### config.mk
export PLATFORM = sky130hd
export DESIGN_NAME = flash_backdoor_key_and_margin_cmd
export DESIGN_NICKNAME = d
export VERILOG_FILES = /design/src/flash_backdoor_key_and_margin_cmd.v
export VERILOG_INCLUDE_DIRS = /design/src /design/src/src
export SDC_FILE = /design/constraint.sdc
export NUM_CORES = 1
export LEC_CHECK = 0
export BUFFER_PORTS_ARGS = -buffer_cell sky130_fd_sc_hd__buf_2
export CAP_MARGIN = 20
export CORE_ASPECT_RATIO = 1.5
export CORE_MARGIN = 2
export CORE_UTILIZATION = 42
export DETAILED_ROUTE_END_ITERATION = 12
export PLACE_DENSITY_LB_ADDON = 0.15
export SYNTH_ARGS = -nofsm -noshare
export SYNTH_HDL_FRONTEND = slang
export SYNTH_SLANG_ARGS = --single-unit
### constraint.sdc
create_clock -name pclk -period 2.9 [get_ports pclk]
set_input_delay 0.58 -clock pclk [delete_from_list [all_inputs] [get_ports pclk]]
set_output_delay 0.58 -clock pclk [all_outputs]
set_load 0.02 [all_outputs]
### src/flash_cmd_regs.vh
// Register map, field positions and codes for the flash command sequencer
`ifndef FLASH_CMD_REGS_VH
`define FLASH_CMD_REGS_VH
// ----------------------------------------
// Register byte offsets
// ----------------------------------------
`define OFS_STATUS 12'h000
`define OFS_INDEX 12'h004
`define OFS_OBJECT 12'h008
`define OFS_SECCFG 12'h00C
`define OFS_CLKDIV 12'h010
`define OFS_MARGIN 12'h014
`define OFS_IRQ_STAT 12'h018
`define OFS_IRQ_MASK 12'h01C
// ----------------------------------------
// Status fields
// ----------------------------------------
`define ST_COMMAND_COMPLETE_FLAG 7
`define ST_ACCESS_ERROR_FLAG 5
`define ST_PROTECTION_VIOLATION_FLAG 4
`define ST_MG_HI 1
`define ST_MG_LO 0
// ----------------------------------------
// Security configuration fields and reset
// ----------------------------------------
`define SEC_BACKDOOR_KEY_ENABLE_HI 7
`define SEC_BACKDOOR_KEY_ENABLE_LO 6
`define SEC_UNSEC 0
`define BACKDOOR_KEY_ENABLE_ENABLED 2'h2
`define SECCFG_RESET 8'h00
// ----------------------------------------
// Command object layout and codes
// ----------------------------------------
`define IDX_CODE 3'h0
`define IDX_ARG1 3'h1
`define IDX_KEY_LAST 3'h4
`define CMD_VERIFY_KEY 8'h0C
`define CMD_SET_MARGIN 8'h0D
// ----------------------------------------
// Clock divider and interrupt fields
// ----------------------------------------
`define DIV_SET_BIT 7
`define DIV_RESET 7'h00
`define IRQ_DONE 0
`define IRQ_ERR 1
`endif
### src/flash_backdoor_key_and_margin_cmd.v
// Flash command sequencer: backdoor key verify, user margin level, clock divider
`timescale 1ns/1ps
`default_nettype none
`include "flash_cmd_regs.vh"

module flash_backdoor_key_and_margin_cmd #(
  parameter WORD_W = 16,
  parameter NUM_WORDS = 5,
  parameter BLOCK_W = 7,
  parameter LEVEL_W = 16
) (
  input wire pclk,
  input wire presetn,
  input wire clk_en,
  input wire psel,
  input wire penable,
  input wire pwrite,
  input wire [11:0] paddr,
  input wire [31:0] pwdata,
  output wire pready,
  output wire pslverr,
  output reg [31:0] prdata,
  input wire [63:0] stored_key,
  output wire secured,
  output wire [6:0] flash_clock_divider,
  output wire [BLOCK_W-1:0] margin_block,
  output wire [LEVEL_W-1:0] margin_level,
  output wire margin_valid,
  output wire irq
);

  // ----------------------------------------
  // State machine codes
  // ----------------------------------------
  localparam S_IDLE = 2'b00;
  localparam S_CHECK = 2'b01;
  localparam S_CMP = 2'b10;
  localparam S_DONE = 2'b11;

  reg [1:0] state_r;
  reg [1:0] state_nxt;
  reg [WORD_W-1:0] command_object_regs [0:NUM_WORDS-1];
  reg [2:0] command_object_index;
  reg [2:0] launch_index_r;
  reg command_complete_flag;
  reg access_error_flag;
  reg [7:0] security_config_reg;
  reg key_locked_r;
  reg [6:0] div_r;
  reg div_set_r;
  reg [BLOCK_W-1:0] mblock_r;
  reg [LEVEL_W-1:0] mlevel_r;
  reg mvalid_r;
  reg [2:0] cmp_idx_r;
  reg mismatch_r;
  reg [1:0] irq_stat_r;
  reg [1:0] irq_mask_r;

  // ----------------------------------------
  // Address decode
  // ----------------------------------------
  function is_mapped;
    input [11:0] a;
    begin
      if (a == `OFS_STATUS) is_mapped = 1'b1;
      else if (a == `OFS_INDEX) is_mapped = 1'b1;
      else if (a == `OFS_OBJECT) is_mapped = 1'b1;
      else if (a == `OFS_SECCFG) is_mapped = 1'b1;
      else if (a == `OFS_CLKDIV) is_mapped = 1'b1;
      else if (a == `OFS_MARGIN) is_mapped = 1'b1;
      else if (a == `OFS_IRQ_STAT) is_mapped = 1'b1;
      else if (a == `OFS_IRQ_MASK) is_mapped = 1'b1;
      else is_mapped = 1'b0;
    end
  endfunction

  wire access = psel & penable & clk_en;
  wire wr = access & pwrite & is_mapped(paddr);
  wire wr_status = wr & (paddr == `OFS_STATUS);
  wire wr_index = wr & (paddr == `OFS_INDEX);
  wire wr_object = wr & (paddr == `OFS_OBJECT) & (state_r == S_IDLE);
  wire wr_seccfg = wr & (paddr == `OFS_SECCFG);
  wire wr_clkdiv = wr & (paddr == `OFS_CLKDIV);
  wire wr_irq_stat = wr & (paddr == `OFS_IRQ_STAT);
  wire wr_irq_mask = wr & (paddr == `OFS_IRQ_MASK);

  // Zero wait states; slave error on unmapped offsets
  assign pready = 1'b1;
  assign pslverr = psel & penable & ~is_mapped(paddr);

  // Writing one to the complete flag while idle starts the loaded command
  wire launch = wr_status & pwdata[`ST_COMMAND_COMPLETE_FLAG] & command_complete_flag;

  // ----------------------------------------
  // Command decode
  // ----------------------------------------
  wire [7:0] cmd_code = command_object_regs[`IDX_CODE][WORD_W-1:WORD_W-8];
  wire is_verify = (cmd_code == `CMD_VERIFY_KEY);
  wire is_margin = (cmd_code == `CMD_SET_MARGIN);
  wire keys_enabled = (security_config_reg[`SEC_BACKDOOR_KEY_ENABLE_HI:`SEC_BACKDOOR_KEY_ENABLE_LO] == `BACKDOOR_KEY_ENABLE_ENABLED);

  // Word of the stored key that lines up with the word under comparison
  reg [WORD_W-1:0] key_word;
  always @*
  begin
    key_word = {WORD_W{1'b0}};
    case (cmp_idx_r)
      3'h1: key_word = stored_key[63:48];
      3'h2: key_word = stored_key[47:32];
      3'h3: key_word = stored_key[31:16];
      3'h4: key_word = stored_key[15:0];
      default: key_word = {WORD_W{1'b0}};
    endcase
  end

  // Error verdict taken in the check state, before any comparison
  wire verify_reject = ~keys_enabled | key_locked_r | (launch_index_r != `IDX_KEY_LAST);
  wire cmp_fail = mismatch_r | (command_object_regs[cmp_idx_r] != key_word);
  wire last_cmp = (cmp_idx_r == `IDX_KEY_LAST);

  always @*
  begin
    state_nxt = state_r;
    case (state_r)
      S_IDLE:
        if (launch)
          state_nxt = S_CHECK;
      S_CHECK:
        if (is_verify & ~verify_reject)
          state_nxt = S_CMP;
        else
          state_nxt = S_DONE;
      S_CMP:
        if (last_cmp)
          state_nxt = S_DONE;
      default:
        state_nxt = S_IDLE;
    endcase
  end

  // Hardware error event for this cycle; it wins over a software clear
  wire err_check = (state_r == S_CHECK) & ~(is_margin & launch_index_r == `IDX_ARG1)
    & ~(is_verify & ~verify_reject);
  wire err_cmp = (state_r == S_CMP) & last_cmp & cmp_fail;
  wire err_event = err_check | err_cmp;
  wire done_event = (state_r == S_DONE);

  // ----------------------------------------
  // Sequencer and flags
  // ----------------------------------------
  always @(posedge pclk or negedge presetn)
  begin
    if (!presetn)
    begin
      state_r <= S_IDLE;
      launch_index_r <= 3'h0;
      command_complete_flag <= 1'b1;
      access_error_flag <= 1'b0;
      key_locked_r <= 1'b0;
      security_config_reg <= `SECCFG_RESET;
      cmp_idx_r <= 3'h0;
      mismatch_r <= 1'b0;
      mblock_r <= {BLOCK_W{1'b0}};
      mlevel_r <= {LEVEL_W{1'b0}};
      mvalid_r <= 1'b0;
    end
    else if (clk_en)
    begin
      state_r <= state_nxt;
      if (launch)
      begin
        launch_index_r <= command_object_index;
        command_complete_flag <= 1'b0;
      end
      else if (done_event)
        command_complete_flag <= 1'b1;
      if (err_event)
        access_error_flag <= 1'b1;
      else if (wr_status & pwdata[`ST_ACCESS_ERROR_FLAG])
        access_error_flag <= 1'b0;
      if (state_r == S_CHECK)
      begin
        cmp_idx_r <= `IDX_ARG1;
        mismatch_r <= 1'b0;
      end
      else if (state_r == S_CMP)
      begin
        cmp_idx_r <= cmp_idx_r + 3'h1;
        mismatch_r <= cmp_fail;
      end
      // Mismatch locks out key verify until the next reset
      if (err_cmp)
        key_locked_r <= 1'b1;
      if ((state_r == S_CMP) & last_cmp & ~cmp_fail)
        security_config_reg[`SEC_UNSEC] <= 1'b1;
      // Separate bits, so a write in the unlock cycle is not lost
      if (wr_seccfg)
        security_config_reg[7:1] <= pwdata[7:1];
      if ((state_r == S_CHECK) & is_margin & (launch_index_r == `IDX_ARG1))
      begin
        mblock_r <= command_object_regs[`IDX_CODE][BLOCK_W-1:0];
        mlevel_r <= command_object_regs[`IDX_ARG1][LEVEL_W-1:0];
        mvalid_r <= 1'b1;
      end
    end
  end

  // ----------------------------------------
  // Command object storage and index
  // ----------------------------------------
  genvar gi;
  generate
    for (gi = 0; gi < NUM_WORDS; gi = gi + 1)
    begin : g_obj
      always @(posedge pclk or negedge presetn)
      begin
        if (!presetn)
          command_object_regs[gi] <= {WORD_W{1'b0}};
        else if (clk_en & wr_object & (command_object_index == gi))
          command_object_regs[gi] <= pwdata[WORD_W-1:0];
      end
    end
  endgenerate

  always @(posedge pclk or negedge presetn)
  begin
    if (!presetn)
    begin
      command_object_index <= 3'h0;
      div_r <= `DIV_RESET;
      div_set_r <= 1'b0;
      irq_stat_r <= 2'b00;
      irq_mask_r <= 2'b00;
    end
    else if (clk_en)
    begin
      if (wr_index)
        command_object_index <= pwdata[2:0];
      // Divider takes one write after reset; later writes are ignored
      if (wr_clkdiv & ~div_set_r)
      begin
        div_r <= pwdata[6:0];
        div_set_r <= 1'b1;
      end
      irq_stat_r[`IRQ_DONE] <= done_event | (irq_stat_r[`IRQ_DONE]
        & ~(wr_irq_stat & pwdata[`IRQ_DONE]));
      irq_stat_r[`IRQ_ERR] <= err_event | (irq_stat_r[`IRQ_ERR]
        & ~(wr_irq_stat & pwdata[`IRQ_ERR]));
      if (wr_irq_mask)
        irq_mask_r <= pwdata[1:0];
    end
  end

  // ----------------------------------------
  // Read data, captured in the setup cycle
  // ----------------------------------------
  reg [31:0] rd_nxt;
  always @*
  begin
    rd_nxt = 32'h0000_0000;
    if (paddr == `OFS_STATUS)
    begin
      rd_nxt[`ST_COMMAND_COMPLETE_FLAG] = command_complete_flag;
      rd_nxt[`ST_ACCESS_ERROR_FLAG] = access_error_flag;
    end
    else if (paddr == `OFS_INDEX)
      rd_nxt[2:0] = command_object_index;
    else if (paddr == `OFS_OBJECT)
    begin
      if (command_object_index < NUM_WORDS)
        rd_nxt[WORD_W-1:0] = command_object_regs[command_object_index];
    end
    else if (paddr == `OFS_SECCFG)
      rd_nxt[7:0] = security_config_reg;
    else if (paddr == `OFS_CLKDIV)
      rd_nxt[7:0] = {div_set_r, div_r};
    else if (paddr == `OFS_MARGIN)
      rd_nxt[31:0] = {mvalid_r, {(15-BLOCK_W){1'b0}}, mblock_r, mlevel_r};
    else if (paddr == `OFS_IRQ_STAT)
      rd_nxt[1:0] = irq_stat_r;
    else if (paddr == `OFS_IRQ_MASK)
      rd_nxt[1:0] = irq_mask_r;
  end

  always @(posedge pclk or negedge presetn)
  begin
    if (!presetn)
      prdata <= 32'h0000_0000;
    else if (clk_en & psel & ~penable & ~pwrite)
      prdata <= rd_nxt;
  end

  assign secured = ~security_config_reg[`SEC_UNSEC];
  assign flash_clock_divider = div_r;
  assign margin_block = mblock_r;
  assign margin_level = mlevel_r;
  assign margin_valid = mvalid_r;
  assign irq = |(irq_stat_r & irq_mask_r);

endmodule // flash_backdoor_key_and_margin_cmd
`default_nettype wire

* Yosys cells after proc, flatten, opt, wreduce, memory -nomap -nowiden
Cells that the tools add are included.
Cells by class: add/subtract/negate cells 1, multiply operators 0, div/mod/pow operators 0, order comparisons 3, equality and inequality tests 26, shift operators 0, multiplexer cells 50, bitwise operators 60, reduce and logical (&&, ||, !) cells 19
Operators with widths (number):
- 30-bit 2-to-1 mux | 6
- 16-bit 2-to-1 mux | 7
- 16-bit binary-select mux with 3-bit select | 2
- 24-bit 2-to-1 mux | 3
- 16-bit one-hot mux with 4 select lines | 1
- 12-bit by 5-bit == test with 1-bit output (second input constant) | 4
- 1-bit bitwise AND | 39
- 29-bit 2-to-1 mux | 1
- 12-bit by 4-bit == test with 1-bit output (second input constant) | 2
- 2-bit AND reduction | 11
- 1-bit 2-to-1 mux | 18
- 8-bit by 4-bit == test with 1-bit output (second input constant) | 2
- 8-bit 2-to-1 mux | 2
- 16-bit inequality test | 1
- 12-bit by 3-bit == test with 1-bit output (second input constant) | 1
- 3-bit by 2-bit == test with 1-bit output (second input constant) | 4
- 12-bit zero test | 1
- 1-bit inverter | 12
- 2-bit 2-to-1 mux | 5
- 3-bit by 1-bit == test with 1-bit output (second input constant) | 3
- 3-bit 2-to-1 mux | 3
- 4-bit >= comparator (second input constant) | 2
- 3-bit inverter with 4-bit output | 2
- 2-bit == test (second input constant) | 3
- 15 further kinds | 24
Storage, ports and cells: register bits after elaboration 171, bits in latches 0, memory bits (writable) 0, memory bits (read-only) 0, input bits 114, output and inout bits 67, logic and storage cells 182, memories kept 0

* Logic depth before layout (Yosys ltp)
word-level depth 15, mapped depth 13, gate-level depth less buffers 9

* Worst setup path after synthesis
Ideal clock, no wire load.
path kind in2reg, start in paddr[6], end reg command_object_regs[53] (netlist bit), library setup time 0.125 ns, data arrival time 3.028 ns, data required time 2.775 ns, path slack -0.253 ns, cell stages on the path 8, path buffers 2, path through or4_4 > or3_1 > buf_6 > nor3_4 > nand4_4 > nor3b_4 > buf_12 > mux2_4
On the way: word-level cells in the longest chain between the ends 14, elaborated cells on any way between the ends 21, those cells by class eq/ne (7); mux (8); bitwise (5); reduce/logical (1)
RTL lines:
- start, declared | line flash_backdoor_key_and_margin_cmd.v:18 | input wire [11:0] paddr,
- 12-bit by 5-bit == test with 1-bit output (no source line)
- 1-bit 2-to-1 mux | line flash_backdoor_key_and_margin_cmd.v:72 | else if (a == `OFS_IRQ_MASK) is_mapped = 1'b1;
- 1-bit 2-to-1 mux | line flash_backdoor_key_and_margin_cmd.v:71 | else if (a == `OFS_IRQ_STAT) is_mapped = 1'b1;
- 1-bit 2-to-1 mux | line flash_backdoor_key_and_margin_cmd.v:70 | else if (a == `OFS_MARGIN) is_mapped = 1'b1;
- 1-bit 2-to-1 mux | line flash_backdoor_key_and_margin_cmd.v:69 | else if (a == `OFS_CLKDIV) is_mapped = 1'b1;
- 1-bit 2-to-1 mux | line flash_backdoor_key_and_margin_cmd.v:68 | else if (a == `OFS_SECCFG) is_mapped = 1'b1;
- 1-bit 2-to-1 mux | line flash_backdoor_key_and_margin_cmd.v:67 | else if (a == `OFS_OBJECT) is_mapped = 1'b1;
- 1-bit 2-to-1 mux | line flash_backdoor_key_and_margin_cmd.v:66 | else if (a == `OFS_INDEX) is_mapped = 1'b1;
- 1-bit 2-to-1 mux | line flash_backdoor_key_and_margin_cmd.v:65 | if (a == `OFS_STATUS) is_mapped = 1'b1;
- 1-bit bitwise AND | line flash_backdoor_key_and_margin_cmd.v:78 | wire wr = access & pwrite & is_mapped(paddr);
- 1-bit bitwise AND (*) (2 in series) | line flash_backdoor_key_and_margin_cmd.v:81 | wire wr_object = wr & (paddr == `OFS_OBJECT) & (state_r == S_IDLE);
- 1-bit bitwise AND (*) (2 in series) | line flash_backdoor_key_and_margin_cmd.v:219 | else if (clk_en & wr_object & (command_object_index == gi))
- end signal, assigned by index | line flash_backdoor_key_and_margin_cmd.v:218 | command_object_regs[gi] <= {WORD_W{1'b0}};
- end signal, assigned by index | line flash_backdoor_key_and_margin_cmd.v:220 | command_object_regs[gi] <= pwdata[WORD_W-1:0];
- end, declared | line flash_backdoor_key_and_margin_cmd.v:42 | reg [WORD_W-1:0] command_object_regs [0:NUM_WORDS-1];
Mark *: on every way between the ends. The rest lies on a longest branch, timed or not. A chain may end at the register's enable or synchronous reset.

* Worst setup path in the final report
start in paddr[6], end out pslverr
On the way: word-level cells in the longest chain between the ends 11, elaborated cells on any way between the ends 18, those cells by class eq/ne (7); mux (8); bitwise (2); reduce/logical (1)
RTL lines:
- 12-bit by 5-bit == test with 1-bit output (no source line)
- 1-bit 2-to-1 mux | line flash_backdoor_key_and_margin_cmd.v:72
- 1-bit 2-to-1 mux | line flash_backdoor_key_and_margin_cmd.v:71
- 1-bit 2-to-1 mux | line flash_backdoor_key_and_margin_cmd.v:70
- 1-bit 2-to-1 mux | line flash_backdoor_key_and_margin_cmd.v:69
- 1-bit 2-to-1 mux | line flash_backdoor_key_and_margin_cmd.v:68
- 1-bit 2-to-1 mux | line flash_backdoor_key_and_margin_cmd.v:67
- 1-bit 2-to-1 mux | line flash_backdoor_key_and_margin_cmd.v:66
- 1-bit 2-to-1 mux (*) | line flash_backdoor_key_and_margin_cmd.v:65
- 1-bit inverter (*) | line flash_backdoor_key_and_margin_cmd.v:89 | assign pslverr = psel & penable & ~is_mapped(paddr);
- 1-bit bitwise AND (*) | line flash_backdoor_key_and_margin_cmd.v:89
- end, declared | line flash_backdoor_key_and_margin_cmd.v:21 | output wire pslverr,
Marked as above.

==> impl_metrics.ini <==
[clock_tree]
clock-root-buffer = sky130_fd_sc_hd__clkbuf_16
total_clock_buffers_created_by_cts = 17
clock_insertion_delay_worst_skew_ns = 0.43
post_cts_sizing = 0
post-cts-setup-buffers = 0
worst_setup_hold_path_clk_slew_ns = 0.07
cts-hold-fix-buffers = 0
cts-root-to-sink-buffers = 2
htree_num_levels = 4
tritoncts = built
clock_sink_count = 163

[route]
met3_wirelength_microns = 1160
highest-signal-layer = met4
route.met2.wl_microns = 14500
first_iter_violations = 472
drc_viols = 0
route.final.wire_length_microns = 27500
routedWlPerCell_microns = 23.3
ant_nets = 0
detail_route.wirelength.met1_microns = 10500
detailroute.via_count = 6960
viasPerCell = 5.89
dr.pass1.iters = 5

[flow_run]
cap_violations = 0

[sta]
maxClockFrequency_ghz = 0.364
slew_headroom_pct = 54.7
transition_time_of_the_tightest_slew_check_pin_ns = 0.677
finalWorstPathRequiredPeriod_ns = 2.75
totalNegativeSetupSlack_ns = 0
rsz0062_at_grt = no
clock-skew-final_ns = 0.0112
report.final.slew_viol_count = 0
finalCritPeriodShare_pct = 94.8
whs_ns = 0.0969
setup_viol_count_final = 0
timing_hold_violations_final = 0

[min_path]
min-delay-path-class = in2async

[grt]
grt_pass1_vias = 7272
antenna_found_initial = 0
global_route.overflow_total = 0
grt.total_usage_pct = 25.5
grt_pass1_wl_microns = 42400
largest_net_degree_at_the_start_of_global_routing = 65

[synthesis]
post_synth.cell_area_avg_sq_um = 12.1
synthCells = 720
netlist_top_cells_area = sky130_fd_sc_hd__dfrtp_1, sky130_fd_sc_hd__mux2_2, sky130_fd_sc_hd__mux4_2
post_synth_most_frequent_cells = sky130_fd_sc_hd__dfrtp_1, sky130_fd_sc_hd__mux2_2, sky130_fd_sc_hd__a22oi_1
synth-seq-cells = 163
synth.distinct_cells = 66
yosys_warning_count = 0
seq_area_frac_synth_pct = 46.7
fraction_of_synthesis_flops_using_an_asynchronous_set_or_reset_pin_pct = 100
yosys.cell_count.top_type = sky130_fd_sc_hd__dfrtp_1
edff_count_synth = 0
syn-cell-area_sq_um = 8750
post-synth-top-area-cell = sky130_fd_sc_hd__dfrtp_1
dominantRegCellSynth = sky130_fd_sc_hd__dfrtp_1
netlist.area_leader.share_pct = 46.4

[power_and_ir_drop]
sw_frac_of_total_pct = 23.4
vdd.ir_drop.worst_uv = 385
sequentialPowerShare_pct = 46.7
p_leak_nw = 5.33
post-layout-total-power_w = 0.00489
switching_power_total_w = 0.00114
comb_power_share_pct = 5.3
clock_network_fraction_of_design_power_pct = 48.0
internal_power_w = 0.00375
powerDensity_nw_per_um2 = 453

[die]
die-width_microns = 122
die_area_sq_um = 22000
rows = 64
io_pins = 181
die_h_microns = 181
initial_utilization_pct = 42.8
placeable_core_region_sq_um = 20400

[setup_path]
worst-setup-path-type = in2out
end_kind = primary output
cp_data_required_time_ns = 2.32
cp_max_fo = 4
worstPathArrival_ns = 2.17
startpoint_type = input pin
timing.reg2reg.worst_path_depth = 9

[cells_and_area]
utilization_after_layout_pct = 52.9
number_of_flip_flops_under_the_largest_register_name = 72
multi_input_area_sq_um = 4410
synthToLayoutAreaGrowth_pct = 23.6
n_fill_cell = 1815
post_route_cells_drive_above_1_share_pct = 46.3
regMostFlops = command_object_regs
final_nets = 1027
area_taken_by_flip_flops_and_latches_sq_um = 4080
diodes = 0

[placed_design]
io_buffer_count = 155
hpwl_microns = 20200
finalWeightedCongestion = 0.902

[run_status]
status = complete, no violations
## routing by layer
metal,vias up,track usage (%)
met5,-,0
met4,0,12.9
met3,59,4.48
met2,223,45.1
met1,3569,29.0
li1,3109,-
## per-stage QoR
step | std cells | setup WS, ns | cell area [sq um]
floorplan | 727 | -0.189 | 8820
global placement | 1149 | -0.165 | 10200
detailed placement | 1149 | -0.189 | 10200
CTS | 1181 | 0.133 | 10800
global route | 1181 | 0.0593 | 10800
finish | 1181 | 0.151 | 10800
## cell type report
class / count / share of cell area (%)
sequential: 163 / 37.8
clock buffer: 20 / 4.04
tap: 264 / 3.06
multi-input combinational: 493 / 40.8
inverter: 11 / 0.382
timing repair buffer: 218 / 12.4
clock inverter: 12 / 1.55
## cells by family (layout without fill, tap and decap cells)
| group | Yosys count | after routing | synth area share [%] |
|---|---|---|---|
| AOI/OAI and AO/OA | 175 | 175 | 14.4 |
| xor gates and xnor gates | 12 | 12 | 1.20 |
| adders and majority gates | 9 | 9 | 1.29 |
| buffers and inverters | 71 | 261 | 3.92 |
| DFF | 163 | 163 | 46.7 |
| muxes | 176 | 176 | 24.9 |
| other | 2 | 9 | 0.0859 |
| and+or+nand+nor | 112 | 112 | 7.58 |
## power groups by stage
| stage | combinational, W | clock [W] | sequential [W] |
|---|---|---|---|
| after global routing | 0.000287 | 0.00248 | 0.00228 |
| after floorplan | 0.0000834 | 0 | 0.00234 |
| after global placement | 0.000253 | 0 | 0.00233 |
| after CTS | 0.000262 | 0.00239 | 0.00228 |
| final | 0.000261 | 0.00235 | 0.00228 |
| after detailed placement | 0.000261 | 0 | 0.00233 |
## worst paths after layout
| kind | startpoint | end | slack, ns |
|---|---|---|---|
| max in group asynchronous | presetn | margin_level[11]$_DFFE_PN0P_ | 2.06 |
| setup / recovery | paddr[6] | pslverr | 0.15 |
| min in group pclk | pwdata[8] | command_object_regs[56]$_DFFE_PN0P_ | 0.45 |
| setup reg to reg | cmp_idx_r[0]$_DFFE_PN0P_ | security_config_reg[0]$_DFFE_PN0P_ | 0.27 |
| hold reg to reg | security_config_reg[0]$_DFFE_PN0P_ | security_config_reg[0]$_DFFE_PN0P_ | 0.48 |
| hold / removal | presetn | flash_clock_divider[1]$_DFFE_PN0P_ | 0.1 |
## layout by cell type (no fill, tap or decap), drive strengths merged, types with 12 or more instances in the layout
cell type and count:
mux2i 20, clkbuf 20, a22o 23, buf 218
inv 16, mux2 140, a21oi 19, a22oi 35
nand2 29, mux4 16, o21ai 34, xnor2 12
a221oi 14, dfrtp 162, nor2 22
## worst max-delay path, cell delays in order
cell and delay (ns):
sky130_fd_sc_hd__buf_2 0.10, sky130_fd_sc_hd__or4_4 0.53, sky130_fd_sc_hd__or3_1 0.46, sky130_fd_sc_hd__buf_4 0.19, sky130_fd_sc_hd__and3_1 0.16, sky130_fd_sc_hd__buf_2 0.15
Power figures use the tool's default switching activity.
